### src/ocs_consts.svh
// constants for the otp calibration sequencer
`ifndef OCS_CONSTS_SVH
`define OCS_CONSTS_SVH
`define OCS_CHAIN_LEN      53
`define OCS_SEAL_POS       0
`define OCS_OP_CAL_MASK    8'hfc
`define OCS_OP_CAL         8'hf0
`define OCS_OP_DON_MASK    8'hfe
`define OCS_OP_DON         8'hae
`define OCS_OP_LOAD_MASK   8'hfe
`define OCS_OP_LOAD        8'hd8
`define OCS_BIT_CAL        0
`define OCS_BIT_OSE        1
`define OCS_BIT_DON        0
`define OCS_BIT_LOAD       0
`define OCS_REFRESH_MS     5
`define OCS_CLK_KHZ        50000
`define OCS_REFRESH_CYC    (`OCS_REFRESH_MS * `OCS_CLK_KHZ)
`endif

### src/ocs_pkg.sv
// types for the otp calibration sequencer
package ocs_pkg;
  // one received interface byte
  typedef struct packed {
    logic       valid;
    logic       dc;
    logic [7:0] data;
  } ocs_cmd_t;
  // refresh sequencer states
  typedef enum logic [2:0] {
    OCS_IDLE    = 3'b001,
    OCS_PENDING = 3'b010,
    OCS_LOADING = 3'b100
  } ocs_state_t;
endpackage

### src/ocs_otp_calibration_sequencer.sv
// otp calibration sequencer: mode control, shift chain, refresh and burn
`timescale 1ns/100ps
`include "ocs_consts.svh"
module ocs_otp_calibration_sequencer #(
  parameter int CHAIN_LEN   = `OCS_CHAIN_LEN,
  parameter int REFRESH_CYC = `OCS_REFRESH_CYC
) (
  input  wire logic                  clock,
  input  wire logic                  reset,
  input  wire ocs_pkg::ocs_cmd_t     cmd,
  input  wire logic                  power_down,
  input  wire logic                  otp_program_supply,
  input  wire logic [CHAIN_LEN-1:0]  otp_cells,
  output logic                       calibration_mode,
  output logic                       otp_switch_enable,
  output logic                       display_on,
  output logic [CHAIN_LEN-1:0]       calib_chain,
  output logic [CHAIN_LEN-1:0]       otp_burn,
  output logic                       cmd_normal_valid,
  output logic [7:0]                 cmd_normal_data,
  output logic                       cmd_normal_dc,
  output logic                       refresh_busy,
  output logic                       sealed
);
  import ocs_pkg::*;

  // elaboration check on parameters
  // the shift needs two positions at least and the reload one cycle at least
  if (CHAIN_LEN < 2 || REFRESH_CYC < 1) begin : g_bad_param
    $error("ocs: unsupported parameter value");
  end

  // opcode match helper, used for each command kind
  // fixed opcode bits must match; the masked low bits carry operands
  function automatic logic op_is(input logic [7:0] d, input logic [7:0] m,
                                 input logic [7:0] v);
    op_is = ((d & m) == v);
  endfunction

  // internal state and decode
  logic        pin_meta_r;    // supply pin sync stage one
  logic        pin_sync_r;    // supply pin sync stage two
  logic        pd_meta_r;     // power-down sync stage one
  logic        pd_sync_r;     // power-down sync stage two
  logic        is_cmd;        // command byte present
  logic        hit_cal;       // calibration command
  logic        hit_don;       // display on/off command
  logic        hit_load;      // load command
  logic        refresh_ok_r;  // refresh has completed since reset
  logic [$clog2(REFRESH_CYC+1)-1:0] cnt_r; // refresh wait counter
  ocs_state_t  state_r;       // refresh sequencer state

  // decode of incoming command bytes
  // only d/c-low bytes are commands, data bytes never hit an opcode
  assign is_cmd   = cmd.valid && !cmd.dc;
  assign hit_cal  = is_cmd && op_is(cmd.data, `OCS_OP_CAL_MASK, `OCS_OP_CAL);
  assign hit_don  = is_cmd && op_is(cmd.data, `OCS_OP_DON_MASK, `OCS_OP_DON);
  assign hit_load = is_cmd && op_is(cmd.data, `OCS_OP_LOAD_MASK, `OCS_OP_LOAD);

  // two-flop synchronisers for pin levels
  // power-down starts at its powered-down level so no reload begins early
  // only the second stage of each pair is read by the logic below
  always_ff @(posedge clock) begin
    if (reset) begin
      pin_meta_r <= 1'b0;
      pin_sync_r <= 1'b0;
      pd_meta_r  <= 1'b1;
      pd_sync_r  <= 1'b1;
    end else begin
      pin_meta_r <= otp_program_supply;
      pin_sync_r <= pin_meta_r;
      pd_meta_r  <= power_down;
      pd_sync_r  <= pd_meta_r;
    end
  end

  // display-on bit, ordinary command outside calibration
  // the bit is kept while powered down; only the reload waits for power-up
  always_ff @(posedge clock) begin
    if (reset) begin
      display_on <= 1'b0;
    end else if (hit_don && !calibration_mode) begin
      display_on <= cmd.data[`OCS_BIT_DON];
    end
  end

  // refresh sequencer: delayed while powered down, then waits
  // a second on/off while a reload is under way does not restart the count
  always_ff @(posedge clock) begin
    if (reset) begin
      state_r      <= OCS_IDLE;
      cnt_r        <= '0;
      // the seal is unknown until the first reload completes
      refresh_ok_r <= 1'b0;
    end else begin
      case (state_r)
        OCS_IDLE: begin
          // each on/off write outside calibration requests a reload
          if (hit_don && !calibration_mode) begin
            state_r <= OCS_PENDING;
          end
        end
        OCS_PENDING: begin
          // reload waits until power-down is left
          if (!pd_sync_r) begin
            state_r <= OCS_LOADING;
            cnt_r   <= '0;
          end
        end
        OCS_LOADING: begin
          // the chain is overwritten from the cells on the last count
          if (cnt_r == ($bits(cnt_r))'(REFRESH_CYC - 1)) begin
            state_r      <= OCS_IDLE;
            refresh_ok_r <= 1'b1;
          end else begin
            cnt_r <= cnt_r + 1'b1;
          end
        end
        default: begin
          // unused codes fall back to idle
          state_r <= OCS_IDLE;
        end
      endcase
    end
  end

  // busy covers both the wait for power-up and the reload itself
  // the seal only means something once a reload has completed
  assign refresh_busy = (state_r != OCS_IDLE);
  assign sealed       = calib_chain[`OCS_SEAL_POS];

  // calibration mode and switch enable control
  // ose never stays up outside calibration: exit drops both bits together
  // re-entry from inside calibration may retune ose even when sealed
  always_ff @(posedge clock) begin
    if (reset) begin
      calibration_mode  <= 1'b0;
      otp_switch_enable <= 1'b0;
    end else if (hit_cal) begin
      if (!cmd.data[`OCS_BIT_CAL]) begin
        calibration_mode  <= 1'b0;
        otp_switch_enable <= 1'b0;
      end else if (calibration_mode || (refresh_ok_r && !refresh_busy && !sealed)) begin
        calibration_mode  <= 1'b1;
        otp_switch_enable <= cmd.data[`OCS_BIT_OSE];
      end
    end
  end

  // shift chain: refresh reload or serial load
  // a reload wins over a load in one cycle; loads are refused then anyway
  // chain drives device directly
  always_ff @(posedge clock) begin
    if (reset) begin
      calib_chain <= '0;
    end else if (state_r == OCS_LOADING &&
                 cnt_r == ($bits(cnt_r))'(REFRESH_CYC - 1)) begin
      calib_chain <= otp_cells;
    end else if (hit_load && calibration_mode) begin
      // one bit from d0 per load
      calib_chain <= {calib_chain[CHAIN_LEN-2:0], cmd.data[`OCS_BIT_LOAD]};
    end
  end
  // a short sequence leaves fields misplaced until the rest arrives

  // burn strobes for the otp cells
  // the supply pin passes its synchroniser first, so burning starts late
  // burn drops in the cycle after calibration or ose is left
  always_ff @(posedge clock) begin
    if (reset) begin
      otp_burn <= '0;
    end else begin
      otp_burn <= (calibration_mode && otp_switch_enable && pin_sync_r) ?
                  calib_chain : '0;
    end
  end

  // forwarding of ordinary bytes
  // data and dc are registered every cycle; only the valid pulse is qualified
  // calibration and load opcodes are swallowed even outside calibration
  always_ff @(posedge clock) begin
    if (reset) begin
      cmd_normal_valid <= 1'b0;
      cmd_normal_data  <= 8'h00;
      cmd_normal_dc    <= 1'b0;
    end else begin
      cmd_normal_valid <= cmd.valid && !calibration_mode && !hit_cal && !hit_load;
      cmd_normal_data  <= cmd.data;
      cmd_normal_dc    <= cmd.dc;
    end
  end
endmodule // ocs_otp_calibration_sequencer

### config.mk
export PLATFORM = sky130hd
export DESIGN_NAME = ocs_otp_calibration_sequencer
export DESIGN_NICKNAME = d
export VERILOG_FILES = /design/src/ocs_pkg.sv /design/src/ocs_otp_calibration_sequencer.sv
export VERILOG_INCLUDE_DIRS = /design/src /design/src/src
export SDC_FILE = /design/constraint.sdc
export NUM_CORES = 1
export LEC_CHECK = 0
export ABC_AREA = 1
export BUFFER_PORTS_ARGS = -buffer_cell sky130_fd_sc_hd__buf_2
export CAP_MARGIN = 20
export CORE_ASPECT_RATIO = 0.5
export CORE_MARGIN = 4
export CORE_UTILIZATION = 50
export CTS_BUF_LIST = sky130_fd_sc_hd__clkbuf_4 sky130_fd_sc_hd__clkbuf_8
export DETAILED_ROUTE_END_ITERATION = 16
export PLACE_DENSITY = 0.78
export REMOVE_ABC_BUFFERS = 1
export SLEW_MARGIN = 20
export SYNTH_ARGS = -nofsm -noshare
export SYNTH_HDL_FRONTEND = slang
export SYNTH_SLANG_ARGS = --single-unit
### constraint.sdc
create_clock -name clock -period 2 [get_ports clock]
set_clock_uncertainty 0.15 [all_clocks]
set_input_delay 0.4 -clock clock [delete_from_list [all_inputs] [get_ports clock]]
set_output_delay 0.4 -clock clock [all_outputs]
set_load 0.1 [all_outputs]
======== Word level (Yosys, flattened, before mapping) ========
Index checks and enable logic that the tools add are counted.
cells by class
  $add $sub $neg .......................... 1
  equality and inequality tests ........... 13
  multiplexer cells ....................... 13
  bitwise operators ....................... 1
  reduce and logical (&&, ||, !) cells .... 28
operators by type and width
  kind                   number
  $mux 53                2
  $mux 18                2
  $pmux 18 s2            1
  $add 18x1->18 const B  1
  $eq 18x18->1 const B   1
  $eq 7x7->1 const B     2
  $logic_and 1x1->1      14
  $mux 3                 3
  $pmux 3 s3             1
  $ne 2x2->1 const B     4
  $eq 6x6->1 const B     1
  $logic_not 1->1        6
  $reduce_and 3->1       2
  $mux 1                 4
  $reduce_and 2->1       2
  $reduce_bool 2->1      2
  $eq 3x1->1 const B     1
  $eq 3x2->1 const B     1
  $eq 3x3->1 const B     1
  $ne 3x1->1 const B     1
  $ne 2x1->1 const B     1
  $reduce_or 2->1        1
  $logic_or 1x1->1       1
  $not 1->1              1
word-level totals
  bits in registers ....................... 145
  input bits .............................. 67
  output and inout port bits .............. 121

======== Logic depth before layout (Yosys ltp) ========
Gate-level depths: netlist (run 1).
  depth after elaboration ................. 7
  mapped depth ............................ 13
  depth with buffers taken out ............ 13

======== Least setup slack after synthesis (run 1) ========
No wires, ideal clock.
  path type ............................... register to register
  from .................................... register calibration_mode
  to ...................................... register calib_chain[0]
  library setup time ...................... 117 ps
  data arrival time ....................... 1904 ps
  required time ........................... 1733 ps
  slack ................................... -171 ps
  cell stages (with the launch flop) ...... 7
  period minus slack after synthesis ...... 2171 ps
  path through ............................ dfxtp_1 > inv_1 > nor2_4 > clkbuf_1 > o21ai_0 > nor2_1 > nor2_1
on the way
  longest elaborated chain between the ends .. 2
RTL lines
  what                                line                                  RTL
  start: declaration                  ocs_otp_calibration_sequencer.sv:14   output logic calibration_mode,
  start signal: assignment            ocs_otp_calibration_sequencer.sv:137  calibration_mode <= 1'b0;
  start signal: assignment            ocs_otp_calibration_sequencer.sv:141  calibration_mode <= 1'b0;
  start signal: assignment            ocs_otp_calibration_sequencer.sv:144  calibration_mode <= 1'b1;
  $logic_and 1x1->1                   ocs_otp_calibration_sequencer.sv:159  end else if (hit_load && calibration_mode) begin
  $reduce_bool 2->1 (no source line)  --
  end signal: assignment              ocs_otp_calibration_sequencer.sv:158  calib_chain <= otp_cells;
  end signal: assignment              ocs_otp_calibration_sequencer.sv:161  calib_chain <= {calib_chain[CHAIN_LEN-2:0], cmd.data[`OCS_BIT_LOAD]};
  end: declaration                    ocs_otp_calibration_sequencer.sv:17   output logic [CHAIN_LEN-1:0] calib_chain,
Every way passes these cells.
A chain may end at the register's enable or synchronous reset.

======== Final worst setup path (run 1) ========
  from .................................... register calibration_mode
  to ...................................... output calibration_mode
No word-level cell between the ends.

==> results of run 1 <==
==> worst paths after layout <==
| kind | end | slack (ns) | cells past startpoint |
|---|---|---|---|
| setup / recovery | calibration_mode | 0.07 | 1 |
| hold / removal | cmd_normal_dc$_SDFF_PP0_ | 0.05 | 3 |
| setup reg to reg | cnt_r[2]$_SDFFE_PP0P_ | 0.16 | 12 |
| hold reg to reg | pin_sync_r$_SDFF_PP0_ | 0.25 | 2 |
==> state kept, by name (all words and copies together) (netlist names) <==
name,cells
calib_chain,53
otp_burn,53
cnt_r,18
cmd_normal_data,8
state_r,3
calibration_mode,1
cmd_normal_dc,1
cmd_normal_valid,1
display_on,1
otp_switch_enable,1
pd_meta_r,1
pd_sync_r,1
pin_meta_r,1
pin_sync_r,1
refresh_ok_r,1
==> routing by layer <==
metal  vias up  part of all wire (%)
li1       2866                     -
met1      2665                    42
met2       205                    49
met3        45                   6.0
met4         0                   3.1
met5         -                     0
==> area by class of cell <==
class                           instances  area share, %
Clock buffer                           17           3.12
Timing Repair Buffer                  212           16.3
Multi-Input combinational cell        519           32.0
Sequential cell                       145           38.8
Tap cell                              159           2.66
Clock inverter                         15           2.36
Inverter                               95           4.76
==> where the power goes <==
group          internal [W]  leakage (nW)  switching (W)
Clock               0.00114         0.193        0.00123
Sequential          0.00290          1.17     0.00000632
Combinational      0.000104          1.95       0.000237
Total               0.00415          3.32        0.00147
==> through the flow <==
step                      hold WS [ns]  cells  setup WS, ns
after CTS                       0.0365   1160        0.0616
after detailed placement         0.242   1126        0.0653
final                           0.0524   1162        0.0721
after global placement           0.244   1126         0.130
after floorplan                  0.238    759        -0.854
after global routing            0.0407   1162       0.00337
==> worst register-to-register path, cell delays in order, from the launching register on <==
cell	delay [ns]
sky130_fd_sc_hd__dfxtp_1	0.34
sky130_fd_sc_hd__ha_1	0.18
sky130_fd_sc_hd__nand2_2	0.10
sky130_fd_sc_hd__nor2_4	0.13
sky130_fd_sc_hd__nand2_2	0.06
sky130_fd_sc_hd__nor2_2	0.13
sky130_fd_sc_hd__nand2_2	0.07
sky130_fd_sc_hd__nand2_4	0.11
sky130_fd_sc_hd__nand2_8	0.09
sky130_fd_sc_hd__nand2_8	0.08
sky130_fd_sc_hd__buf_12	0.14
sky130_fd_sc_hd__nand2_1	0.07
sky130_fd_sc_hd__a21oi_2	0.11
==> cells by family after synthesis <==
| kind of cell | share of synthesized area [%] |
|---|---|
| and+or+nand+nor | 28.2 |
| DFF | 49.7 |
| buffers and inverters | 9.38 |
| AOI/OAI and AO/OA | 11.8 |
| xor gates and xnor gates | 0.750 |
| adders and majority gates | 0.214 |
==> synth_stat cells, drive strengths merged (2+ instances only) <==
cell type  number
dfxtp         145
or2             7
nand3          34
buf            15
xor2            4
nor2          253
inv            94
o21ai         109
clkbuf         25
nand2          69
o211ai          2
nor3            9
a21oi          16
nand4           9
nand3b          2
==> timing repair <==
action / 4_1_cts / 5_1_grt
hold buffers: 2 / 0
endpoints found under the setup margin: 1 / 3
gates resized for setup: 2 / 2
pin swaps: 0 / 0
hold endpoints to repair: 2 / 0
buffers inserted: 0 / 2
==> reports/qor_table.md, run 1 <==
| Item | Reported | Unit |
|---|---|---|
| Status | finished, final reports clean | - |
| Clock slew at reported path FFs | 0.08 | ns |
| Required time reported for the critical path endpoint | 1.45 | ns |
| Buffer and inverter count on the worst path | 1 | - |
| Peak per-stage delay on the critical path | 0.48 | ns |
| Library cells used by synthesis | 35 | - |
| Kind of launch point of the worst setup path | flip-flop | - |
| Number of optimization iterations in the first detailed-route pass | 6 | - |
| Total of endpoints with negative setup slack in the final report | 0 | - |
| Fin nets | 1058 | - |
| Setup TNS | 0 | ns |
| Warnings from Yosys | 0 | - |
| Main flop type after synthesis | sky130_fd_sc_hd__dfxtp_1 | - |
| Critical path arrival | 1.38 | ns |
| Area of the core | 11200 | µm² |
| Number of top-level design ports | 188 | - |
| LEAKAGE | 3.32 | nW |
| Die extent in x | 161 | µm |
| Top cell type's share of synthesized area | 49.7 | % |
| Skew-Pair Late Insertion Delay | 0.44 | ns |
| Number of enable-type register cells in the synthesized netlist | 0 | - |
| Final weighted congestion of routability-driven global placement | 0.895 | - |
| Residual DRC count | 0 | - |
| Final Hold Fails | 0 | - |
| Flip-flop and latch count after synthesis | 145 | - |
| Util after Layout | 66.8 | % |
| Cell Pwr Density | 751 | nW/µm² |
| Top Usage Layer GRT | met2 | - |
| RSZ-0062 raised after global routing | no | - |
| CP Capture Type | primary output | - |
| Global Route Usage Sum | 22.7 | % |
| Number of global-route vias before repair | 5350 | - |
| Antenna violations before repair | 0 | - |
| Number of input and output port buffers inserted | 187 | - |
| Startpoint of the most critical register-to-register path | cnt_r[0]$_SDFFE_PP0P_ | - |
| Achievable Freq | 0.519 | GHz |
| Count of H-tree levels built during CTS | 4 | - |
| Cell area after synthesis | 5840 | µm² |
| Full die area | 13600 | µm² |
| HPWL after detailed placement | 11100 | µm |
| Maximum number of pins on one net before global-route repair | 59 | - |
| Clk sink count | 145 | - |
| Hold_sp | cmd[8] | - |
| Average wire length per cell after detail routing | 13.6 | µm |
| Root buf cell | sky130_fd_sc_hd__clkbuf_8 | - |
| Clock buffer count from CTS | 17 | - |
| Fin crit period | 1.93 | ns |
| Kind of cell adding the most delay to the critical path | buffers and inverters | - |
| CP Class | reg -> out | - |
| Met3 Track Usage GR | 5.79 | % |
| Area occupied by registers | 2900 | µm² |
| PnR Total Power | 0.00562 | W |
| Cell types occupying the most area after synthesis | sky130_fd_sc_hd__dfxtp_1 50%, sky130_fd_sc_hd__nor2_1 16%, sky130_fd_sc_hd__o21ai_0 7.9% | - |
| Cell count after synthesis | 799 | - |
| Proportion of synthesized flip-flops having asynchronous set or reset | 0 | % |
| Maximum VDD drop | 441 | µV |
| Post-route design area | 7490 | µm² |
| Global-route met1 utilization | 26.9 | % |
| Type of the most critical hold path | in -> reg | - |
| Crit-path max FO | 6 | - |
| Count of nets left with antenna violations after detail routing | 0 | - |
| Transition time at the pin with the least slew margin | 0.518 | ns |
| Number of maximum-capacitance constraint violations | 0 | - |
| CTS tree | built | - |
| First-pass GRT wire length | 25400 | µm |
| Iteration-0 DRC Markers | 450 | - |
| Area Overhead vs Synth | 28.2 | % |
| Fill cell instance count of the final layout | 988 | - |
| Most common library cell in the layout ignoring fill and taps | sky130_fd_sc_hd__nor2_1 | - |
| Total via count in the routed design | 5781 | - |
| Row cnt | 27 | - |
| Initial standard-cell utilization of the core | 52.1 | % |
| Die Y-Extent | 84.4 | µm |
| Fraction of layout instances using a drive strength above 1 | 28.1 | % |
| Average vias per placed instance | 4.98 | - |
| Multi-input gate area in the final layout | 2400 | µm² |
| Highest-delay cell along the critical path | sky130_fd_sc_hd__buf_2 | - |
| Max-slew headroom | 65.7 | % |
| GRT Residual Overflow | 0 | - |
| Part of the Yosys area used for sequential elements | 49.7 | % |
| Met2 usage in global routing | 38.9 | % |
| ANT cells | 0 | - |
| CP Launch Point | calibration_mode$_SDFFE_PP0P_ | - |
| Final number of max-transition violations | 0 | - |
| Mean instance size in the synthesized netlist | 7.31 | µm² |
| Cell type with the highest aggregate area in the netlist | sky130_fd_sc_hd__dfxtp_1 | - |
| Total detailed-routing wirelength | 15800 | µm |
| Tcrit/Tclk final | 96.4 | % |
| Cell breakdown of the critical path | buf_2 | - |
| Cell area after placement | 7020 | µm² |
| Longest Clk Path Bufs | 2 | - |
| Most frequent cells in the layout | 249 x sky130_fd_sc_hd__nor2_1, 186 x sky130_fd_sc_hd__buf_2, 144 x sky130_fd_sc_hd__dfxtp_1 | - |
No activity file was read; power rests on OpenSTA's default activity.
==> inputs of run 2 (changes only) <==
- ABC_AREA: 1 -> unset
- MAX_ROUTING_LAYER: unset -> met4
==> run 2 against run 1 <==
  * Via count is 18% lower
  * Area after synthesis shrank 3.1%
  * Largest power group unchanged
  * Synthesized cell count decreased by 30%
==> reports/qor_table.md, run 2 <==
| Item | Reported | Unit | Change |
|---|---|---|---|
| Setup TNS | 0 | ns | unchanged |
| Combinational family with the most area after synthesis | simple AND/OR/NAND/NOR gates | - |  |
| Largest registers | calib_chain x53, otp_burn x53, cnt_r x18 | - |  |
| Main flop type after synthesis | sky130_fd_sc_hd__dfxtp_1 | - |  |
| Sequential group share of total power | 50.7 | % | -1.0 points |
| Type of the most critical hold path | in -> reg | - |  |
| Proportion of synthesized flip-flops having asynchronous set or reset | 0 | % | unchanged |
| Depth of the worst register-to-register path | 7 | - | -5 |
| Cell type with the highest aggregate area in the netlist | sky130_fd_sc_hd__dfxtp_1 | - |  |
| ANT cells | 0 | - | unchanged |
| LEAKAGE | 3.23 | nW | -2.8% |
| PnR Total Power | 0.00572 | W | +1.8% |
| Complex-gate fraction of the synthesized area | 15.7 | % | +3.9 points |
| Average vias per placed instance | 5.14 | - | +3.3% |
| Kind of launch point of the worst setup path | flip-flop | - |  |
| CP Class | reg -> reg | - |  |
| Number of input and output port buffers inserted | 187 | - | unchanged |
| Status | finished, final reports clean | - |  |
| Top cell type's share of synthesized area | 51.3 | % | +1.6 points |
| Multi-input gate area in the final layout | 2650 | µm² | +10% |
| Skew-Pair Late Insertion Delay | 0.44 | ns | about the same |
| Cell area after placement | 6940 | µm² | -1.1% |
| First-pass GRT wire length | 22100 | µm | -13% |
| Fraction of layout instances using a drive strength above 1 | 41.1 | % | +13 points |
| Iteration-0 DRC Markers | 179 | - | -60% |
| Portion of total power attributed to combinational logic | 4.0 | % | -2.1 points |
| Initial standard-cell utilization of the core | 51.4 | % | -0.70 points |
| Cell-internal power | 0.00439 | W | +5.7% |
| Critical path arrival | 2.13 | ns | +0.75 ns |
| Part of the Yosys area used for sequential elements | 51.3 | % | +1.6 points |
| Share of cell area taken by muxes after synthesis | 9.55 | % | +9.6 points |
| Row cnt | 27 | - | unchanged |
| Average wire length per cell after detail routing | 15.1 | µm | +11% |
| GRT Residual Overflow | 0 | - | unchanged |
| CTS tree | built | - |  |
| Count of H-tree levels built during CTS | 4 | - | unchanged |
| Most frequent cells in the layout | 185 x sky130_fd_sc_hd__buf_2, 142 x sky130_fd_sc_hd__dfxtp_1, 65 x sky130_fd_sc_hd__nor2_1 | - |  |
| Global Route Usage Sum | 21.2 | % | -1.5 points |
| Post-route worst hold slack | 0.0507 | ns | -0.00171 ns |
| Number of cells traversed by the worst hold path | 2 | - | -1 |
| Die Y-Extent | 83.2 | µm | -1.4% |
| Adder-Cell Fraction of Synth Area | 0.221 | % | +0.0069 points |
| Transition time at the pin with the least slew margin | 0.584 | ns | +0.0663 ns |
| Most common library cell in the layout ignoring fill and taps | sky130_fd_sc_hd__buf_2 | - |  |
| Util after Layout | 68.7 | % | +1.9 points |
| Cell types occupying the most area after synthesis | sky130_fd_sc_hd__dfxtp_1 51%, sky130_fd_sc_hd__mux2i_1 9.6%, sky130_fd_sc_hd__a211oi_2 6.4% | - |  |
| Maximum VDD drop | 459 | µV | +3.9% |
| Achievable Freq | 0.509 | GHz | -1.8% |
| Count of nets left with antenna violations after detail routing | 0 | - | unchanged |
| Maximum number of pins on one net before global-route repair | 59 | - | unchanged |
| Post-route design area | 7560 | µm² | +1.0% |
| Tcrit/Tclk final | 98.1 | % | +1.8 points |
| Total via count in the routed design | 4747 | - | -18% |
| Clock slew at reported path FFs | 0.08 | ns | about the same |
| Area Overhead vs Synth | 33.6 | % |  |
| Final Hold Fails | 0 | - | unchanged |
| Root buf cell | sky130_fd_sc_hd__clkbuf_8 | - |  |
| Library cells used by synthesis | 46 | - | +31% |
| Post-synth top cells | 145 x sky130_fd_sc_hd__dfxtp_1, 71 x sky130_fd_sc_hd__nor2_1, 54 x sky130_fd_sc_hd__and2_1, 54 x sky130_fd_sc_hd__mux2i_1, 29 x sky130_fd_sc_hd__a211oi_2 | - |  |
| Clk sink count | 145 | - | unchanged |
| CP Capture Type | flip-flop | - |  |
| Number of enable-type register cells in the synthesized netlist | 0 | - | unchanged |
| Number of maximum-capacitance constraint violations | 0 | - | unchanged |
| Cell area after synthesis | 5660 | µm² | -3.1% |
| Crit-path max FO | 54 | - | +48 |
| Longest Clk Path Bufs | 2 | - | unchanged |
| Fill cell instance count of the final layout | 865 | - | -12% |
| Post-synthesis xor/xnor area fraction | 0 | % | -0.75 points |
| Number of global-route vias before repair | 4516 | - | -16% |
| Highest-delay cell along the critical path | sky130_fd_sc_hd__or3_4 | - |  |
| Antenna violations before repair | 0 | - | unchanged |
| Die extent in x | 158 | µm | -1.5% |
| Mean instance size in the synthesized netlist | 10.1 | µm² | +39% |
| Total detailed-routing wirelength | 13900 | µm | -12% |
| Clock buffer count from CTS | 17 | - | unchanged |
| Fin nets | 834 | - | -21% |
| Number of top-level design ports | 188 | - | unchanged |
| Peak per-stage delay on the critical path | 0.41 | ns | -0.07 ns |
| Area occupied by registers | 2910 | µm² | about the same |
| Net load switching power | 0.00134 | W | -9.4% |
| HPWL after detailed placement | 9740 | µm | -12% |
| Fraction of the mapped netlist area in simple logic gates | 19.2 | % | -8.9 points |
| Full die area | 13200 | µm² | -2.9% |
| Area of the core | 11000 | µm² | -1.8% |
| Final weighted congestion of routability-driven global placement | 0.851 | - | -4.9% |
| Max-slew headroom | 60.8 | % | -5.0 points |
| Share of total power in the clock network | 45.3 | % | +3.1 points |
| Number of optimization iterations in the first detailed-route pass | 5 | - | -1 |
| Warnings from Yosys | 0 | - | unchanged |
| Cell breakdown of the critical path | ha_1 > and3_1 > nand2_1 > or3_4 > buf_12 > nor2_1 > a211oi_2 | - |  |
| Cell count after synthesis | 558 | - | -30% |
| Share of total power consumed by net switching | 23.3 | % | -2.9 points |
| Flip-flop and latch count after synthesis | 145 | - | unchanged |
| Residual DRC count | 0 | - | unchanged |
| Final number of max-transition violations | 0 | - | unchanged |
| RSZ-0062 raised after global routing | yes | - |  |
| Total of endpoints with negative setup slack in the final report | 0 | - | unchanged |
| Cell Pwr Density | 757 | nW/µm² | +0.75% |
| Required time reported for the critical path endpoint | 2.17 | ns | +0.72 ns |
| Fin crit period | 1.96 | ns | +0.0350 ns |
| Most repeated cell in the gate-level netlist after synthesis | sky130_fd_sc_hd__dfxtp_1 | - |  |
-- run 2: worst paths after layout --
kind / to / from / slack [ns]
min: cmd_normal_dc$_SDFF_PP0_ / cmd[8] / 0.05
max: calib_chain[11]$_SDFFE_PP0P_ / cnt_r[0]$_SDFFE_PP0P_ / 0.04
max reg2reg: calib_chain[11]$_SDFFE_PP0P_ / cnt_r[0]$_SDFFE_PP0P_ / 0.04
min reg2reg: pd_sync_r$_SDFF_PP1_ / pd_meta_r$_SDFF_PP1_ / 0.27
-- run 2: cell type report --
| type | instances | area share, % |
|---|---|---|
| Sequential cell | 145 | 38.4 |
| Multi-Input combinational cell | 369 | 35.0 |
| Timing Repair Buffer | 230 | 18.1 |
| Clock buffer | 18 | 3.28 |
| Clock inverter | 14 | 2.66 |
| Tap cell | 145 | 2.40 |
| Inverter | 3 | 0.149 |
-- run 2: cells by family (layout without fill, tap and decap cells) --
logic type	count (synthesis)	count (layout)
simple gates	204	204
flops	145	145
compound gates	110	110
mux	54	54
buf+inv	44	265
fa+ha+maj	1	1
-- run 2: critical path, delay by kind of cell, from the launching register on --
kind	cells	cell delay (ns)
compound gates	1	0.06
fa+ha+maj	1	0.17
buf+inv	1	0.22
flops	1	0.34
simple gates	4	0.90
-- run 2: repair_timing --
| item | in CTS | in global routing |
|---|---|---|
| gates resized for setup | 3 | 27 |
| endpoints found under the setup margin | 51 | 58 |
| hold buffers | 2 | 0 |
| pin swaps | 2 | 0 |
| endpoints found under the hold margin | 2 | 0 |
| setup buffers | 2 | 1 |
-- run 2: routing by layer --
metal	track usage [%]	wire length, µm	up-vias
li1	-	-	2381
met1	24.2	5690	2212
met2	36.5	7290	125
met3	3.90	605	29
met4	8.82	333	0
met5	-	0	-
-- run 2: per-stage QoR --
stage,setup slack [ns],cells
detailed placement,-0.193,887
CTS,-0.108,923
global route,-0.0594,924
global placement,-0.132,887
finish,0.0371,924
floorplan,-1.57,517
-- run 2: power by group through the flow --
stage | Sequential (W) | Combinational (W) | Clock, W
floorplan | 0.00305 | 0.0000194 | 0
global placement | 0.00297 | 0.000225 | 0
detailed placement | 0.00297 | 0.000225 | 0
CTS | 0.00290 | 0.000230 | 0.00263
global route | 0.00290 | 0.000246 | 0.00277
finish | 0.00290 | 0.000231 | 0.00259
